`src/pkg/sadc_pkg.sv`:
```
// sadc_pkg: constants, types and register map of the two-channel
// successive-approximation converter control block.
// assumes a 50 MHz system clock and an 8-bit register port.
`default_nettype none

package sadc_pkg;

    // ------------------------------------------------------------
    // register port and map
    // ------------------------------------------------------------
    localparam int ADDR_W = 16;
    localparam int DATA_W = 8;

    localparam logic [ADDR_W-1:0] ADDR_CH0_LOW  = 16'hf2d0;
    localparam logic [ADDR_W-1:0] ADDR_CH0_HIGH = 16'hf2d1;
    localparam logic [ADDR_W-1:0] ADDR_CH1_LOW  = 16'hf2d2;
    localparam logic [ADDR_W-1:0] ADDR_CH1_HIGH = 16'hf2d3;
    localparam logic [ADDR_W-1:0] ADDR_LOOP     = 16'hf2f0;
    localparam logic [ADDR_W-1:0] ADDR_RUN      = 16'hf2f1;
    localparam logic [ADDR_W-1:0] ADDR_CHSEL    = 16'hf2f2;

    localparam logic [DATA_W-1:0] RST_LOOP  = 8'h02;
    localparam logic [DATA_W-1:0] RST_RUN   = 8'h00;
    localparam logic [DATA_W-1:0] RST_CHSEL = 8'h00;
    localparam logic [DATA_W-1:0] RD_ZERO   = 8'h00;

    // ------------------------------------------------------------
    // field positions
    // ------------------------------------------------------------
    localparam int LOOP_SELECT_BIT = 0;
    localparam int RUN_BIT         = 0;
    localparam int EN_CH0_BIT      = 0;
    localparam int EN_CH1_BIT      = 1;

    // ------------------------------------------------------------
    // result layout
    // ------------------------------------------------------------
    localparam int RES_W      = 12;
    localparam int NUM_CH     = 2;
    localparam int LOW_NIB_W  = 4;
    localparam int HIGH_MSB   = 11;
    localparam int HIGH_LSB   = 4;
    localparam int LOW_MSB    = 3;
    localparam logic [LOW_NIB_W-1:0] LOW_PAD = 4'h0;
    localparam logic [NUM_CH-1:0]    NO_CH   = 2'h0;

    // ------------------------------------------------------------
    // timing
    // ------------------------------------------------------------
    localparam int CLK_PERIOD_NS = 20;
    localparam int CONV_TIME_NS  = 46000;
    localparam int CONV_CYCLES   =
        (CONV_TIME_NS + CLK_PERIOD_NS - 1) / CLK_PERIOD_NS;
    localparam int CNT_W = 12;

    // ------------------------------------------------------------
    // types
    // ------------------------------------------------------------
    typedef enum logic [1:0] {
        SADC_IDLE  = 2'h0,
        SADC_CONV  = 2'h1,
        SADC_STORE = 2'h3,
        SADC_HOLD  = 2'h2
    } sadc_state_e;

    typedef struct packed {
        logic             valid;
        logic             chan;
        logic [RES_W-1:0] data;
    } sadc_res_wr_s;

endpackage

`default_nettype wire

```
`src/rtl/sadc_ctrl.sv`:
```
// sadc_ctrl: control of a two-channel 12-bit successive-approximation
// converter: registers, channel sequencing, conversion timing.
// assumes the analog front end presents its finished code on
// conv_result while conv_channel_q stays put, from another domain.
//
// Behaviour
// - channel-1 low register: bits 3..0 at 7..4
// - channel-1 high register: result bits 11..4
// - results update on completion, reset to zero
// - loop select bit 0: single or continuous
// - run bit 0 starts and stops conversion
// - single mode clears run after last channel
// - mode bits 0/1 enable channel 0/1
// - convert lowest selected channel first, upward
// - no channels: powered, idle, run stays set
// - input zero to result 0, one to 1
// - disabled channel results keep their contents
// - termination pulse after last channel stored
// - continuous mode restarts from lowest channel
// - channel selection latched until termination
// - each conversion takes 46 microseconds
// - channel-0 results use the channel-1 layout
`default_nettype none

module sadc_ctrl #(
    parameter int CONV_CYCLES = sadc_pkg::CONV_CYCLES
) (
    input  wire logic                        sys_clk,
    input  wire logic                        srst,
    input  wire logic [sadc_pkg::ADDR_W-1:0] reg_addr,
    input  wire logic [sadc_pkg::DATA_W-1:0] reg_wdata,
    input  wire logic                        reg_wr,
    input  wire logic                        reg_rd,
    output var  logic [sadc_pkg::DATA_W-1:0] reg_rdata_q,
    input  wire logic [sadc_pkg::RES_W-1:0]  conv_result,
    output var  logic                        conv_power_q,
    output var  logic                        conv_channel_q,
    output var  logic                        conv_sample_q,
    output var  logic                        conversion_done_irq_q
);
    import sadc_pkg::*;

    // ------------------------------------------------------------
    // helpers
    // ------------------------------------------------------------
    function automatic logic hit(input logic [ADDR_W-1:0] a,
                                 input logic [ADDR_W-1:0] r);
        hit = (a == r);
    endfunction

    function automatic logic lowest(input logic [NUM_CH-1:0] en);
        lowest = !en[EN_CH0_BIT];
    endfunction

    function automatic logic highest(input logic [NUM_CH-1:0] en);
        highest = en[EN_CH1_BIT];
    endfunction

    function automatic logic [DATA_W-1:0] low_byte(
        input logic [RES_W-1:0] r);
        low_byte = {r[LOW_MSB:0], LOW_PAD};
    endfunction

    // ------------------------------------------------------------
    // declarations
    // ------------------------------------------------------------
    logic [DATA_W-1:0]          loop_q;
    logic [DATA_W-1:0]          run_q;
    logic [DATA_W-1:0]          chsel_q;
    logic [NUM_CH-1:0]          latch_q;
    logic [CNT_W-1:0]           cnt_q;
    logic [RES_W-1:0]           res_meta_q;
    logic [RES_W-1:0]           res_sync_q;
    sadc_state_e                st_q;
    sadc_state_e                st_d;
    sadc_res_wr_s               res_wr;
    logic [NUM_CH-1:0][RES_W-1:0] words;
    logic [NUM_CH-1:0]          ch_en;
    logic                       sw_run_wr;
    logic                       run_start;
    logic                       sw_stop;
    logic                       last_ch;
    logic                       wrap;
    logic                       enter_conv;
    logic                       loop_mode;

    localparam logic [CNT_W-1:0] CNT_LOAD = CNT_W'(CONV_CYCLES - 1);
    localparam logic [CNT_W-1:0] CNT_ZERO = '0;
    localparam logic [CNT_W-1:0] CNT_ONE  = CNT_W'(1);

    assign ch_en     = chsel_q[NUM_CH-1:0];
    assign loop_mode = loop_q[LOOP_SELECT_BIT];
    assign sw_run_wr = reg_wr && hit(reg_addr, ADDR_RUN);
    assign run_start = sw_run_wr && reg_wdata[RUN_BIT]
                       && (st_q == SADC_IDLE);
    assign sw_stop   = sw_run_wr && !reg_wdata[RUN_BIT];
    assign last_ch   = (conv_channel_q == highest(latch_q));
    assign wrap      = (st_q == SADC_STORE) && last_ch;

    // ------------------------------------------------------------
    // control registers
    // ------------------------------------------------------------
    // loop select is taken whenever written; software keeps it
    // steady during a run, so no interlock here
    always_ff @(posedge sys_clk) begin
        if (srst) begin
            loop_q <= RST_LOOP;
        end else if (reg_wr && hit(reg_addr, ADDR_LOOP)) begin
            loop_q <= reg_wdata;
        end
    end

    always_ff @(posedge sys_clk) begin
        if (srst) begin
            chsel_q <= RST_CHSEL;
        end else if (reg_wr && hit(reg_addr, ADDR_CHSEL)) begin
            chsel_q <= reg_wdata;
        end
    end

    // a software write in the same cycle beats the automatic clear
    always_ff @(posedge sys_clk) begin
        if (srst) begin
            run_q <= RST_RUN;
        end else if (sw_run_wr) begin
            run_q <= reg_wdata;
        end else if (wrap && !loop_mode) begin
            run_q[RUN_BIT] <= 1'b0;
        end
    end

    // ------------------------------------------------------------
    // result input synchroniser
    // ------------------------------------------------------------
    // the code is sampled only long after the channel settles,
    // so a plain two-flop bus crossing is safe here
    always_ff @(posedge sys_clk) begin
        if (srst) begin
            res_meta_q <= '0;
            res_sync_q <= '0;
        end else begin
            res_meta_q <= conv_result;
            res_sync_q <= res_meta_q;
        end
    end

    // ------------------------------------------------------------
    // sequencer
    // ------------------------------------------------------------
    always_comb begin
        st_d = st_q;
        unique case (st_q)
            SADC_IDLE: begin
                if (run_start) begin
                    st_d = (ch_en == NO_CH) ? SADC_HOLD
                                            : SADC_CONV;
                end
            end
            SADC_CONV: begin
                if (cnt_q == CNT_ZERO) begin
                    st_d = SADC_STORE;
                end
            end
            SADC_STORE: begin
                if (!last_ch) begin
                    st_d = SADC_CONV;
                end else if (!loop_mode) begin
                    st_d = SADC_IDLE;
                end else begin
                    st_d = (ch_en == NO_CH) ? SADC_HOLD
                                            : SADC_CONV;
                end
            end
            SADC_HOLD: begin
                st_d = SADC_HOLD;
            end
        endcase
        if (sw_stop) begin
            st_d = SADC_IDLE;
        end
    end

    assign enter_conv = (st_d == SADC_CONV) && (st_q != SADC_CONV);

    always_ff @(posedge sys_clk) begin
        if (srst) begin
            st_q <= SADC_IDLE;
        end else begin
            st_q <= st_d;
        end
    end

    // selection is frozen from start until the termination pulse
    always_ff @(posedge sys_clk) begin
        if (srst) begin
            latch_q <= NO_CH;
        end else if (run_start || (wrap && loop_mode)) begin
            latch_q <= ch_en;
        end
    end

    always_ff @(posedge sys_clk) begin
        if (srst) begin
            conv_channel_q <= 1'b0;
        end else if (run_start || wrap) begin
            conv_channel_q <= lowest(ch_en);
        end else if (st_q == SADC_STORE) begin
            conv_channel_q <= 1'b1;
        end
    end

    always_ff @(posedge sys_clk) begin
        if (srst) begin
            cnt_q <= CNT_ZERO;
        end else if (enter_conv) begin
            cnt_q <= CNT_LOAD;
        end else if (st_q == SADC_CONV && cnt_q != CNT_ZERO) begin
            cnt_q <= cnt_q - CNT_ONE;
        end
    end

    // ------------------------------------------------------------
    // front end and event outputs
    // ------------------------------------------------------------
    always_ff @(posedge sys_clk) begin
        if (srst) begin
            conv_power_q          <= 1'b0;
            conv_sample_q         <= 1'b0;
            conversion_done_irq_q <= 1'b0;
        end else begin
            conv_power_q          <= (st_d != SADC_IDLE);
            conv_sample_q         <= enter_conv;
            conversion_done_irq_q <= wrap;
        end
    end

    // ------------------------------------------------------------
    // result storage
    // ------------------------------------------------------------
    always_comb begin
        res_wr.valid = (st_q == SADC_STORE);
        res_wr.chan  = conv_channel_q;
        res_wr.data  = res_sync_q;
    end

    sadc_result_store #(
        .W (RES_W),
        .N (NUM_CH)
    ) u_store (
        .clk     (sys_clk),
        .srst    (srst),
        .wr      (res_wr),
        .words_q (words)
    );

    // ------------------------------------------------------------
    // register read port
    // ------------------------------------------------------------
    // result addresses have no write decode at all
    always_ff @(posedge sys_clk) begin
        if (srst) begin
            reg_rdata_q <= RD_ZERO;
        end else if (reg_rd) begin
            unique case (reg_addr)
                ADDR_CH0_LOW:  reg_rdata_q <= low_byte(words[0]);
                ADDR_CH0_HIGH: reg_rdata_q <=
                    words[0][HIGH_MSB:HIGH_LSB];
                ADDR_CH1_LOW:  reg_rdata_q <= low_byte(words[1]);
                ADDR_CH1_HIGH: reg_rdata_q <=
                    words[1][HIGH_MSB:HIGH_LSB];
                ADDR_LOOP:     reg_rdata_q <= loop_q;
                ADDR_RUN:      reg_rdata_q <= run_q;
                ADDR_CHSEL:    reg_rdata_q <= chsel_q;
                default:       reg_rdata_q <= RD_ZERO;
            endcase
        end else begin
            reg_rdata_q <= RD_ZERO;
        end
    end

    // ------------------------------------------------------------
    // checks
    // ------------------------------------------------------------
    low_layout_a: assert property (
        @(posedge sys_clk) disable iff (srst)
        reg_rd && reg_addr == ADDR_CH1_LOW |=>
            reg_rdata_q == {$past(words[1][LOW_MSB:0]), LOW_PAD})
        else $error("channel 1 low byte layout wrong");

    high_layout_a: assert property (
        @(posedge sys_clk) disable iff (srst)
        reg_rd && reg_addr == ADDR_CH1_HIGH |=>
            reg_rdata_q == $past(words[1][HIGH_MSB:HIGH_LSB]))
        else $error("channel 1 high byte layout wrong");

    store_update_a: assert property (
        @(posedge sys_clk) disable iff (srst)
        st_q == SADC_STORE |=>
            words[$past(conv_channel_q)] == $past(res_sync_q))
        else $error("result not stored on completion");

    single_stop_a: assert property (
        @(posedge sys_clk) disable iff (srst)
        wrap && !loop_mode && !sw_run_wr |=>
            !run_q[RUN_BIT] && st_q == SADC_IDLE)
        else $error("single mode did not clear run");

    order_up_a: assert property (
        @(posedge sys_clk) disable iff (srst)
        st_q == SADC_STORE && !last_ch && !sw_stop |=>
            conv_channel_q && st_q == SADC_CONV)
        else $error("channel order not upward");

    empty_hold_a: assert property (
        @(posedge sys_clk) disable iff (srst)
        st_q == SADC_HOLD |->
            (run_q[RUN_BIT] && conv_power_q && !res_wr.valid)
            ##1 !conversion_done_irq_q)
        else $error("empty selection did something");

    skip_disabled_a: assert property (
        @(posedge sys_clk) disable iff (srst)
        res_wr.valid |-> latch_q[res_wr.chan])
        else $error("disabled channel result written");

    irq_cause_a: assert property (
        @(posedge sys_clk) disable iff (srst)
        conversion_done_irq_q |->
            $past(st_q) == SADC_STORE && $past(last_ch))
        else $error("termination pulse without last store");

    loop_restart_a: assert property (
        @(posedge sys_clk) disable iff (srst)
        wrap && loop_mode && !sw_run_wr && ch_en != NO_CH |=>
            st_q == SADC_CONV && run_q[RUN_BIT]
            && conv_channel_q == lowest($past(ch_en)))
        else $error("continuous mode did not restart");

    latch_hold_a: assert property (
        @(posedge sys_clk) disable iff (srst)
        st_q != SADC_IDLE && !wrap |=> $stable(latch_q))
        else $error("selection changed mid run");

    conv_time_a: assert property (
        @(posedge sys_clk) disable iff (srst)
        $rose(st_q == SADC_CONV) |->
            cnt_q == CNT_LOAD && conv_sample_q)
        else $error("conversion time load wrong");

    ro_write_a: assert property (
        @(posedge sys_clk) disable iff (srst)
        reg_wr && !res_wr.valid |=> $stable(words))
        else $error("write altered results");

endmodule

`default_nettype wire

```
`src/rtl/sadc_result_store.sv`:
```
// sadc_result_store: per-channel conversion result words.
// assumes one write per cycle; words come straight out of flops.
`default_nettype none

module sadc_result_store #(
    parameter int W = 12,
    parameter int N = 2
) (
    input  wire logic                  clk,
    input  wire logic                  srst,
    input  wire sadc_pkg::sadc_res_wr_s wr,
    output var  logic [N-1:0][W-1:0]   words_q
);
    import sadc_pkg::*;

    // ------------------------------------------------------------
    // storage
    // ------------------------------------------------------------
    always_ff @(posedge clk) begin
        if (srst) begin
            words_q <= '0;
        end else if (wr.valid) begin
            words_q[wr.chan] <= wr.data[W-1:0];
        end
    end

endmodule

`default_nettype wire

```
`config.mk`:
```
export PLATFORM = sky130hd
export DESIGN_NAME = sadc_ctrl
export DESIGN_NICKNAME = d
export VERILOG_FILES = /design/src/pkg/sadc_pkg.sv /design/src/rtl/sadc_ctrl.sv /design/src/rtl/sadc_result_store.sv
export SDC_FILE = /design/constraint.sdc
export NUM_CORES = 1
export LEC_CHECK = 0
export ABC_AREA = 1
export ABC_CLOCK_PERIOD_IN_PS = 2200
export BUFFER_PORTS_ARGS = -buffer_cell sky130_fd_sc_hd__buf_4
export CORE_MARGIN = 2
export CORE_UTILIZATION = 35
export CTS_CLUSTER_DIAMETER = 200
export DETAILED_ROUTE_END_ITERATION = 10
export SYNTH_ARGS = -nofsm -noshare
export SYNTH_HDL_FRONTEND = slang
export SYNTH_SLANG_ARGS = --single-unit
```
`constraint.sdc`:
```
create_clock -name sys_clk -period 2.2 [get_ports sys_clk]
set_input_delay 0.11 -clock sys_clk [delete_from_list [all_inputs] [get_ports sys_clk]]
set_output_delay 0.11 -clock sys_clk [all_outputs]
set_load 0.1 [all_outputs]
```
Word-level counts from Yosys, hierarchy flattened
Index checks and enable logic that the tools add are counted.

Flip-flop bits (word level): 100. Latch bits: 0. Bits in writable memories: 0. Memory bits (read-only): 0. Output and inout port bits: 12. Word-level logic and storage cells: 78. Memories: 0.

Add/subtract/negate cells: 1. $mul: 0. Div/mod/pow operators: 0. Order comparisons: 2. Equality and inequality tests: 13. Shift operators: 0. Muxes and demuxes: 17. Bitwise logic cells: 1. Reduce and logical (&&, ||, !) cells: 27.

Operator list (number): equality test 16 bit (second input constant) (7); one-hot mux 8 bit (7 select lines) (1); two-way mux 12 bit (3); bitwise mux 24 bit (1); demux 12 bit (select 1 bit) (1); logical AND 1 bit (12); logical NOT 12 bit (1); two-way mux 2 bit (6); nonzero test 12 bit (1); subtractor 12 x 1 -> 12 bit (second input constant) (1); one-hot mux 2 bit (4 select lines) (1); nonzero test 2 bit (4); equality test 2 x 1 -> 1 bit (second input constant) (2); equality test 2 bit (second input constant) (2); logical NOT 2 bit (2); two-way mux 1 bit (4); OR reduction 2 bit (2); logical NOT 1 bit (3); logical OR 1 bit (2); < comparator 1 x 2 -> 1 bit (second input constant) (1); != test 2 x 1 -> 1 bit (second input constant) (1); equality test 1 bit (1); >= comparator 1 bit (second input constant) (1); inverter 1 bit (1).

Logic depth before layout (Yosys ltp)
Gate-level depths: netlist of run 1.

Depth in word-level cells: 10. Gate-level depth with buffers: 12. Gate-level depth less buffers: 12.

By module
A second synthesis of run 1 with hierarchy kept.

Cell total of the unflattened synthesis: 611. Area, all modules: 4399.2 µm².

Modules (own cells, without submodules): sadc_ctrl (times used 1, cells each 477, area each 3444.6 µm²); sadc_result_store (times used 1, cells each 134, area each 954.7 µm²).

Least setup slack after synthesis of run 1
Ideal clock, no wire load.

Kind: register to register. Start point: register conv_channel_q. End point: register conv_power_q. Arrival: 1.840 ns. Slack: 0.285 ns. Stages on the path, launching flop included: 11. Path buffers: 0. Clock period less this slack: 1.915 ns. Cells stage by stage: dfxtp_1 -> inv_1 -> nand2_1 -> nand3_1 -> nor2_1 -> nand2_1 -> nand2_1 -> a21oi_1 -> nor2_1 -> nand2_1 -> o21ai_0.

Longest elaborated chain between the ends: 5.

Ends and longest elaborated chain: start: declaration (line sadc_ctrl.sv:37) `output var logic conv_channel_q,`; start signal: assignment (line sadc_ctrl.sv:206) `conv_channel_q <= lowest(ch_en);`; equality test 1 bit (line sadc_ctrl.sv:97) `assign last_ch = (conv_channel_q == highest(latch_q));`; two-way mux 2 bit (line sadc_ctrl.sv:165) `if (!last_ch) begin`; one-hot mux 2 bit (4 select lines) (line sadc_ctrl.sv:152) `unique case (st_q)`; two-way mux 2 bit (line sadc_ctrl.sv:178) `if (sw_stop) begin`; nonzero test 2 bit (line sadc_ctrl.sv:231) `conv_power_q <= (st_d != SADC_IDLE);`; end signal: assignment (line sadc_ctrl.sv:231); end: declaration (line sadc_ctrl.sv:36) `output var logic conv_power_q,`.

No other way between the ends. A chain may end at the register's enable or synchronous reset.

Worst setup path in the final report of run 1
Start point: register st_q[0]. End point: register conv_power_q.

Longest elaborated chain between the ends: 6. Elaborated cells between the ends (all ways): 10. Classes of those cells: eq/ne: 3; mux: 4; reduce/logical: 3.

Ends and longest elaborated chain: start: declaration (line sadc_ctrl.sv:74) `sadc_state_e st_q;`; start signal: assignment (line sadc_ctrl.sv:189) `st_q <= st_d;`; logical NOT 2 bit (line sadc_ctrl.sv:95, sadc_ctrl.sv:152); logical AND 1 bit (line sadc_ctrl.sv:95) `&& (st_q == SADC_IDLE);`; two-way mux 2 bit (line sadc_ctrl.sv:154) `if (run_start) begin`; one-hot mux 2 bit (4 select lines) * (line sadc_ctrl.sv:152); two-way mux 2 bit * (line sadc_ctrl.sv:178); nonzero test 2 bit * (line sadc_ctrl.sv:231).

Mark *: on every way between the ends. The rest lies on a longest branch, timed or not.

==> impl_results.md, run 1 <==
* Internal at 2810 uW
* Die width at ~120 um
* Cell mode on critical path: nand2_1
* Final core occ at 0.438
* Combinational Power Share at 0.046
* NetSw at approximately 860 uW
* Maximum VDD drop at just over 300 uV
* Req. time, crit path at ~2.5 ns
* Critical Path End Type: flop
* Post-synthesis sequential element count at 99
* Cells after Synth at ~580
* Post-CTS setup buffers at 0
* Total number of vias at around 3,800
* Status: finished, final reports clean
* Register share of total power at 0.495
* Clk_lat worst skew at 0.35 ns
* Post-Route WL at about 10,000 um
* CTS tree: built
* GR Util met2 at 0.240
* Die Span Y at about 120 um
* YS warnings at 0
* Post-route antenna net violation count at 0
* GRT Max-Usage Layer: met2
* Prevailing post-synth register cell: dfxtp_1
* Mapped Nets at between 600 and 700
* P per Cell Area at 698 nW/um2
* Asr flop ratio synth at 0
* Placed cell areas at just under 5000 um2
* Crit-path slowest cell: dfxtp_1
* Synth top area share at 0.459
* Number of synthesized flops with an enable pin at 0
* Gr ovfl total at 0
* Max-cap check violation count at 0
* Post-DR wirelength/cell at between 10 and 15 um
* Worst hold path type: primary input to flop
* Routed vias/inst at about 4.8
* WHS at approximately 0.0056 ns
* Clk root buf: clkbuf_16
* GPL Wtd Cong at 0.859
* CTS Buf Count at 9
* CP max FO at 11
* Clk slew on worst S/H paths at about 0.080 ns
* Period utilization at 0.828
* Critical Path, Cell by Cell: nand2_1 -> inv_1 -> nand3_1 -> nor2_1 -> nand2_1 -> nand2_1 -> a21oi_1 -> nor2_1 -> nand2_1 -> o21ai_0
* Final net count at approximately 680
* Post-synthesis sequential area ratio at 0.459
* First-pass GRT wire length at between 15,000 and 20,000 um
* DP HPWL at approximately 7300 um
* RSZ-0062 raised after global routing: no
* Final instance area at between 5000 and 6000 um2
* IO Count at 52
* Hold_buf cts at 12
* P&R area growth vs syn at 21.9%
* Clock Tree Buf Depth at 2
* CP bufs+invs at 1
* Most frequent cell after synthesis: nor2_1
* H-tree depth at 3
* Mapped Area at 4320 um2
* CP startpoint kind: flop
* Drt pass-1 iters at 4
* Clk sink count at 99
* CP top delay family: simple AND/OR/NAND/NOR gates
* GR Util All Layers at 0.159
* Core ar. at 12,000 um2
* Final Hold Viols at 0
* Top post-synthesis cells by count: nor2_1 (100), dfxtp_1 (99), nand2_1 (84)
* M1 GR Usage at 0.232
* Yosys cell types at 38
* Max Transition Viols Final at 0
* Initial Util at 0.359
* Highest clock rate at 549 MHz
* Setup Skew at about 0.011 ns
* Sw frac at 0.235
* Full die area at 13,200 um2
* LEAKAGE at about 0.0024 uW
* Worst slew margin at 0.718
* Number of DRC violations after detailed-routing iteration 0 at 228
* Post-CTS sizing at 0
* PortBufs at slightly above 50
* Arr. time, crit path at around 2.1 ns
* Initial antenna violation count at 0
* Final setup fails at 0
* CP max stage delay at roughly 0.4 ns
* Diode count at 0
* DRC viols at 0
* Largest net degree at the start of global routing at 29
* Site Rows at 40
* Vias in the first global route at roughly 3,400
* Synthesized area per cell at 7.51 um2
* Layout cells sized above 1 at 0.180
* Final Critical Period at between 1.5 and 2 ns
* Least-Margin Pin Slew at about 0.42 ns
* GR Util met3 at 0.0306
* Clk pwr share at 0.458
* Area contributors post-synth: dfxtp_1 (46%), nor2_1 (8.7%), nand2_1 (7.3%)
* CP Class: flop to flop
* Setup TNS at 0 ns
* Synth area leader: dfxtp_1
cell families (layout without fill, tap and decap cells):
| logic type | Yosys count | after routing | synth area share |
|---|---|---|---|
| adder cells (fa/ha/maj) | 2 | 2 | 0.00580 |
| AO/OA/AOI/OAI | 99 | 99 | 0.126 |
| AND/OR/NAND/NOR | 273 | 273 | 0.304 |
| flip-flops | 99 | 99 | 0.459 |
| multiplexers | 1 | 1 | 0.00232 |
| buffers and inverters | 97 | 162 | 0.0945 |
| XOR/XNOR | 4 | 4 | 0.00812 |
final cells by class:
cell class | instances | area, um2
multi-input combinational | 379 | 1930
tap | 147 | 184
clock inverter | 7 | 100
sequential | 99 | 1980
clock buffer | 9 | 225
inverter | 76 | 290
timing repair buffer | 70 | 556
fill | 1197 | 6750
cell usage in the layout (no fill, tap or decap), drive strengths merged:
cell type      n
a31oi          7
inv           79
buf           58
dlygate4sd3   12
ha             2
nand3b         1
nor2         112
nand4          8
o211ai         1
a21oi         37
clkbuf         9
dfxtp         99
nand3         50
a211oi         1
and3           2
o21ai         52
nand2         96
clkinv         3
mux2i          1
nor3           4
xor2           4
bufinv         1
o22ai          1
worst paths after layout:
check	from	to	slack (ns)	cells after the start
worst max-delay path	st_q[0]	conv_power_q	0.38	10
worst min-delay path	reg_wdata[1]	loop_q[1]	0.006	3
worst min register to register	res_meta_q[9]	res_sync_q[9]	0.41	2
worst max register to register	st_q[0]	conv_power_q	0.38	10
worst register-to-register path: cells and delay by family (launching register included):
kind                   cells  cell delay [ns]
and+or+nand+nor            7             0.85
AOI/OAI and AO/OA          2             0.18
DFF                        1             0.41
buffers and inverters      1             0.30
sequential cells by signal (all words and copies together) (netlist names):
signal / count
reg_rdata_q: 8
loop_q: 8
res_sync_q: 12
conv_sample_q: 1
conversion_done_irq_q: 1
run_q: 8
latch_q: 1
chsel_q: 8
st_q: 2
conv_power_q: 1
res_meta_q: 12
cnt_q: 12
u_store.words_q: 24
conv_channel_q: 1
stage by stage:
step                power, uW  setup slack (ns)  std cells
CTS                      3700             0.419        787
global route             3810             0.154        787
detailed placement       2010             0.455        759
floorplan                1940             0.285        575
finish                   3670             0.379        787
global placement         2010             0.491        759
power by group through the flow:
stage | logic, uW | clock network, uW | registers, uW
6_report | 171 | 1680 | 1820
5_1_grt | 188 | 1800 | 1820
4_1_cts | 171 | 1710 | 1820
3_3_place_gp | 151 | 0 | 1860
2_1_floorplan | 77.1 | 0 | 1860
3_5_place_dp | 154 | 0 | 1860
per-layer routing:
metal  share of wire  vias to the layer above
met1            0.50                     1710
met2            0.44                      103
met3           0.047                       12
li1                -                     1957
met5               0                        -
met4           0.011                        0
Power figures use the tool's default switching activity.
==> inputs of run 2 (changes only) <==
--- a/config.mk
+++ b/config.mk
@@ -6,7 +6,7 @@
 export NUM_CORES = 1
 export LEC_CHECK = 0
 export ABC_AREA = 1
-export ABC_CLOCK_PERIOD_IN_PS = 2200
+export ABC_CLOCK_PERIOD_IN_PS = 1600
 export BUFFER_PORTS_ARGS = -buffer_cell sky130_fd_sc_hd__buf_4
 export CORE_MARGIN = 2
 export CORE_UTILIZATION = 35
==> constraint.sdc (replaced) <==
create_clock -name sys_clk -period 1.6 [get_ports sys_clk]
set_input_delay 0.08 -clock sys_clk [delete_from_list [all_inputs] [get_ports sys_clk]]
set_output_delay 0.08 -clock sys_clk [all_outputs]
set_load 0.1 [all_outputs]
==> run 2 against run 1 <==
- wire length rose by 0.33%
- first-iteration DRC count fell by 8.8%
- critical path type unchanged
- die area unchanged
- clock skew is 0.0037 ns lower
- fmax up 19%
- combinational power increased by 40%
- clock-buffer cell count did not move
- global-route usage increased by 0.090 points
- hold slack improved by 0.023 ns
==> impl_results.md, run 2 (synthesis results as in run 1) <==
* Clk_lat worst skew at 0.35 ns (about the same)
* Layout cells sized above 1 at 0.222 (was 0.180)
* Final net count at 694 (was 677)
* GPL Wtd Cong at 0.900 (was 0.859)
* Vias in the first global route at 3,593 (was 3,449)
* Clock Tree Buf Depth at 2 (unchanged)
* Clk slew on worst S/H paths at 0.07 ns (was 0.08 ns)
* IO Count at 52 (unchanged)
* Max Transition Viols Final at 0 (unchanged)
* DRC viols at 0 (unchanged)
* H-tree depth at 3 (unchanged)
* Final Critical Period at 1.53 ns (was 1.82 ns)
* CP max stage delay at 0.35 ns (was 0.41 ns)
* Worst slew margin at 0.746 (was 0.718)
* CP max FO at 5 (was 11)
* Least-Margin Pin Slew at 0.380 ns (was 0.422 ns)
* Die width at 115 um (unchanged)
* LEAKAGE at 0.00251 uW (was 0.00243 uW)
* Arr. time, crit path at 1.77 ns (was 2.09 ns)
* Diode count at 0 (unchanged)
* Worst reg-to-reg setup slack at 0.07 ns (was 0.38 ns)
* Worst hold start: reg_wr (was reg_wdata[1])
* Initial Util at 0.359 (unchanged)
* Reg2reg path depth at 10 (unchanged)
* WHS Path Cells at 2 (was 3)
* Initial antenna violation count at 0 (unchanged)
* Period utilization at 0.956 (was 0.828)
* CTS Buf Count at 9 (unchanged)
* CTS tree: built (unchanged)
* Max reg flops at 24 (unchanged)
* Largest net degree at the start of global routing at 37 (was 29)
* Post-Route WL at 10,100 um (was 10,000 um)
* P per Cell Area at 930 nW/um2 (was 698 nW/um2)
* Status: finished, final reports clean (unchanged)
* Final Hold Viols at 0 (unchanged)
* Critical Path, Cell by Cell: inv_2 -> ha_4 -> nand2_2 -> nor2_2 -> nand2_2 -> nand4_1 -> nor2_2 -> nand4_1 -> nand3_2 -> nand2_1 (was nand2_1 -> inv_1 -> nand3_1 -> nor2_1 -> nand2_1 -> nand2_1 -> a21oi_1 -> nor2_1 -> nand2_1 -> o21ai_0)
* Core ar. at 12,000 um2 (unchanged)
* Clk root buf: clkbuf_16 (unchanged)
* Hold endpoint: run_q[3] (was loop_q[1])
* PortBufs at 51 (unchanged)
* Crit-path slowest cell: dfxtp_2 (was dfxtp_1)
* Max-cap check violation count at 0 (unchanged)
* Maximum VDD drop at 711 uV (was 310 uV)
* Reg-to-reg endpoint: cnt_q[11] (was conv_power_q)
* Drt pass-1 iters at 4 (unchanged)
* CP startpoint kind: flop (unchanged)
* Final Power at 5060 uW (was 3670 uW)
* GR Util All Layers at 0.160 (was 0.159)
* Reg2Reg Launch Point: cnt_q[1] (was st_q[0])
* Final setup fails at 0 (unchanged)
* Full die area at 13,200 um2 (unchanged)
* DP HPWL at 7270 um (was 7300 um)
* Post-route antenna net violation count at 0 (unchanged)
* Final core occ at 0.453 (was 0.438)
* Highest clock rate at 654 MHz (was 549 MHz)
* Clk sink count at 99 (unchanged)
* First-pass GRT wire length at 16,800 um (about the same)
* CP Class: flop to flop (unchanged)
* Setup Skew at 0.00741 ns (was 0.0111 ns)
* Worst hold path type: primary input to flop (unchanged)
* Critical Path End Type: flop (unchanged)
* Post-DR wirelength/cell at 12.5 um (was 12.8 um)
* Site Rows at 40 (unchanged)
* Final Instance Count excl. Fillers at 804 (was 787)
* Total number of vias at 3,815 (was 3,782)
* Routed vias/inst at 4.75 (was 4.81)
* Most frequent cells in the layout: nor2_1 (96), dfxtp_1 (93), nand2_1 (82), buf_4 (73), inv_1 (71) (was nor2_1 (100), dfxtp_1 (99), nand2_1 (84), inv_1 (73), buf_4 (58))
* Req. time, crit path at 1.84 ns (was 2.47 ns)
* P&R area growth vs syn at 26.1% (was 21.9%)
* Reg with most FFs: u_store.words_q (unchanged)
* Number of DRC violations after detailed-routing iteration 0 at 208 (was 228)
* Die Span Y at 115 um (unchanged)
* Placed cell count at 770 (was 759)
* Gr ovfl total at 0 (unchanged)
* Leading cell type in the layout, fill and taps excluded: nor2_1 (unchanged)
run 2: final cells by class:
type                       count  area, um2
clock buffer                   9        225
clock inverter                 7        103
fill                        1190       6570
inverter                      76        290
multi-input combinational    379       1960
sequential                    99       1990
tap                          147        184
timing repair buffer          87        688
run 2: critical path: cells and delay by family, from the launching register on:
family                   cells  cell delay, ns
AND/OR/NAND/NOR              8            0.85
flip-flops                   1            0.35
adder cells (fa/ha/maj)      1            0.16
buffers and inverters        1            0.05
run 2: how the worst max path moves through the flow:
| stage | start | to | slack [ns] | depth (start not counted) |
|---|---|---|---|---|
| floorplan | conv_channel_q | conv_power_q | 0.04 | 10 |
| global placement | cnt_q[0] | cnt_q[6] | 0.05 | 12 |
| detailed placement | cnt_q[1] | cnt_q[11] | -0.03 | 10 |
| CTS | cnt_q[1] | cnt_q[11] | 0.02 | 10 |
| global route | cnt_q[8] | cnt_q[3] | -0.03 | 8 |
| finish | cnt_q[1] | cnt_q[11] | 0.07 | 10 |
run 2: timing repair:
item,4_1_cts,5_1_grt
setup buffers,0,4
gates resized for setup,2,16
setup endpoints to repair,5,10
pin swaps,0,8
endpoints found under the hold margin,17,0
hold buffers,14,0
run 2: power by group:
| part | switching [uW] | internal, uW |
|---|---|---|
| combinational | 125 | 114 |
| sequential | 10.4 | 2490 |
| clock | 1050 | 1270 |
| total | 1180 | 3880 |
run 2: through the flow:
step / setup slack [ns] / hold slack [ns] / cell area, um2 / TNS (ns)
finish: 0.0702 / 0.0287 / 5440 / 0
floorplan: 0.0357 / 0.187 / 4320 / 0
CTS: 0.0231 / 0.0105 / 5370 / 0
global placement: 0.0530 / 0.280 / 4900 / 0
global route: -0.0261 / 0.0156 / 5440 / -0.0892
detailed placement: -0.0291 / 0.285 / 4900 / -0.0576
run 2: metal layers:
layer  up-vias  track usage  part of all wire
met2        82        0.254              0.45
met1      1732        0.215              0.49
met5         -            0                 0
met4         0       0.0570            0.0092
li1       1995            -                 -
met3         6       0.0364             0.050
==> inputs of run 3 (changes only) <==
--- a/config.mk
+++ b/config.mk
@@ -8,7 +8,6 @@
 export ABC_AREA = 1
 export ABC_CLOCK_PERIOD_IN_PS = 1600
 export BUFFER_PORTS_ARGS = -buffer_cell sky130_fd_sc_hd__buf_4
-export CORE_MARGIN = 2
 export CORE_UTILIZATION = 35
 export CTS_CLUSTER_DIAMETER = 200
 export DETAILED_ROUTE_END_ITERATION = 10
==> run 3 against run 2 <==
- cell count is 0.50% lower
- global-route usage is 0.77 points higher
- sequential share of layout area increased by 0.35 points
- clock-buffer cell count unchanged
- clock power down 9.5%
- worst setup slack lost 0.048 ns
- largest cell class unchanged
- non-clock buffer count down 4
- die area shrank 3.4%
- largest power group unchanged
- register-to-register slack got worse by 0.05 ns
- sequential power hardly changed
- critical path type unchanged
==> impl_results.md, run 3 (synthesis results as in run 1) <==
* Status: finished, final reports clean (unchanged)
* Least-Margin Pin Slew at 0.390 ns (was 0.380 ns)
* Total number of vias at 3,773 (was 3,815)
* DP HPWL at 7190 um (was 7270 um)
* Reg with most FFs: u_store.words_q (unchanged)
* Hold endpoint: chsel_q[3] (was run_q[3])
* Diode count at 0 (unchanged)
* Clk_lat worst skew at 0.35 ns (about the same)
* Reg-to-reg endpoint: cnt_q[11] (unchanged)
* CTS tree: built (unchanged)
* Die width at 113 um (was 115 um)
* Maximum VDD drop at 638 uV (was 711 uV)
* CTS Buf Count at 9 (unchanged)
* Final Power at 4840 uW (was 5060 uW)
* Worst slew margin at 0.739 (was 0.746)
* Clock Tree Buf Depth at 2 (unchanged)
* Critical Path End Type: flop (unchanged)
* Worst reg-to-reg setup slack at 0.02 ns (was 0.07 ns)
* Reg2Reg Launch Point: cnt_q[1] (unchanged)
* Pre-CTS setup slack at -0.0317 ns (was -0.0291 ns)
* GPL Wtd Cong at 0.870 (was 0.900)
* Full die area at 12,800 um2 (was 13,200 um2)
* Max-cap check violation count at 0 (unchanged)
* Final core occ at 0.449 (was 0.453)
* P&R area growth vs syn at 25.0% (was 26.1%)
* First-pass GRT wire length at 17,100 um (was 16,800 um)
* Setup Skew at 0.00616 ns (was 0.00741 ns)
* Area of the multi-input gates at 1960 um2 (unchanged)
* Worst hold path type: primary input to flop (unchanged)
* IO Count at 52 (unchanged)
* H-tree depth at 3 (unchanged)
* Setup ws final at 0.0218 ns (was 0.0702 ns)
* Initial antenna violation count at 0 (unchanged)
* Final Critical Period at 1.58 ns (was 1.53 ns)
* P per Cell Area at 898 nW/um2 (was 930 nW/um2)
* Arr. time, crit path at 1.81 ns (was 1.77 ns)
* Post-route antenna net violation count at 0 (unchanged)
* Max Transition Viols Final at 0 (unchanged)
* DRC viols at 0 (unchanged)
* Max reg flops at 24 (unchanged)
* GR Util All Layers at 0.168 (was 0.160)
* Most frequent cells in the layout: nor2_1 (97), dfxtp_1 (92), nand2_1 (83), inv_1 (71), buf_4 (69) (was nor2_1 (96), dfxtp_1 (93), nand2_1 (82), buf_4 (73), inv_1 (71))
* Vias in the first global route at 3,643 (was 3,593)
* Reg2reg path depth at 10 (unchanged)
* LEAKAGE at 0.00249 uW (was 0.00251 uW)
* Register area at 1990 um2 (about the same)
* CP startpoint kind: flop (unchanged)
* CP max FO at 5 (unchanged)
* Final setup fails at 0 (unchanged)
* Initial Util at 0.359 (unchanged)
* Die Span Y at 113 um (was 115 um)
* Clk slew on worst S/H paths at 0.07 ns (about the same)
* Final net count at 690 (was 694)
* Filler instances at 1,216 (was 1,190)
* Period utilization at 0.986 (was 0.956)
* WHS at 0.0266 ns (was 0.0287 ns)
* Number of DRC violations after detailed-routing iteration 0 at 170 (was 208)
* CP Class: flop to flop (unchanged)
* Site Rows at 40 (unchanged)
* Leading cell type in the layout, fill and taps excluded: nor2_1 (unchanged)
* Post-Route WL at 9990 um (was 10,100 um)
* RSZ-0062 raised after global routing: yes
* Routed vias/inst at 4.72 (was 4.75)
* Req. time, crit path at 1.84 ns (about the same)
* Worst hold start: reg_wdata[3] (was reg_wr)
* Core ar. at 12,000 um2 (unchanged)
* Highest clock rate at 634 MHz (was 654 MHz)
* Largest net degree at the start of global routing at 48 (was 37)
* PortBufs at 51 (unchanged)
* WHS Path Cells at 3 (was 2)
* Final Hold Viols at 0 (unchanged)
* Gr ovfl total at 0 (unchanged)
* Layout cells sized above 1 at 0.217 (was 0.222)
* Clk root buf: clkbuf_16 (unchanged)
* Drt pass-1 iters at 4 (unchanged)
* Post-DR wirelength/cell at 12.5 um (about the same)
* Clk sink count at 99 (unchanged)
-- run 3: worst max-delay path by stage --
stage                         from      endpoint  slack [ns]  depth (start not counted)
floorplan           conv_channel_q  conv_power_q        0.04                         10
finish                    cnt_q[1]     cnt_q[11]        0.02                         10
global placement          cnt_q[0]      cnt_q[6]        0.04                         12
CTS                       cnt_q[1]     cnt_q[11]      -0.007                         10
global route              cnt_q[1]     cnt_q[11]       -0.07                         11
detailed placement        cnt_q[1]     cnt_q[11]       -0.03                         10
-- run 3: area by class of cell --
cell class              count  area share
multi-input cells         379       0.364
repair buffers             83       0.124
flip-flops and latches     99       0.369
well taps                 147      0.0341
inverters                  76      0.0538
clock inverters             7      0.0135
clock buffers               9      0.0418
-- run 3: worst max-delay path, stage by stage, from the launching register on --
cell     delay (ns)
dfxtp_2        0.36
inv_2          0.06
ha_4           0.16
nand2_2        0.06
nor2_1         0.04
nand2_1        0.10
nand4_1        0.21
nor2_4         0.22
nand4_1        0.12
nand3_1        0.09
nand2_1        0.05
-- run 3: report_power, final --
part	internal (uW)	switching, uW
sequential	2490	10.3
clock	1100	1010
combinational	114	125
total	3700	1140
-- run 3: metal layers --
metal	track usage	vias to the layer above	routed length, um	share of wire
li1	-	1986	-	-
met1	0.223	1705	4880	0.49
met2	0.272	72	4610	0.46
met3	0.0354	10	392	0.039
met4	0.0535	0	113	0.011
met5	0	-	0	0
-- run 3: repair_timing --
action / 4_1_cts / 5_1_grt
buffers inserted: 0 / 2
pin swaps: 0 / 7
resized for setup: 2 / 16
setup endpoints to repair: 3 / 9
hold buffers: 13 / 0
hold endpoints to repair: 14 / 0
-- run 3: per-stage QoR --
| stage | area (um2) | setup TNS, ns | instances |
|---|---|---|---|
| final | 5390 | 0 | 800 |
| after global routing | 5390 | -0.194 | 800 |
| after CTS | 5340 | -0.00661 | 798 |
| after detailed placement | 4910 | -0.0450 | 769 |
| after global placement | 4910 | 0 | 769 |
| after floorplan | 4320 | 0 | 575 |
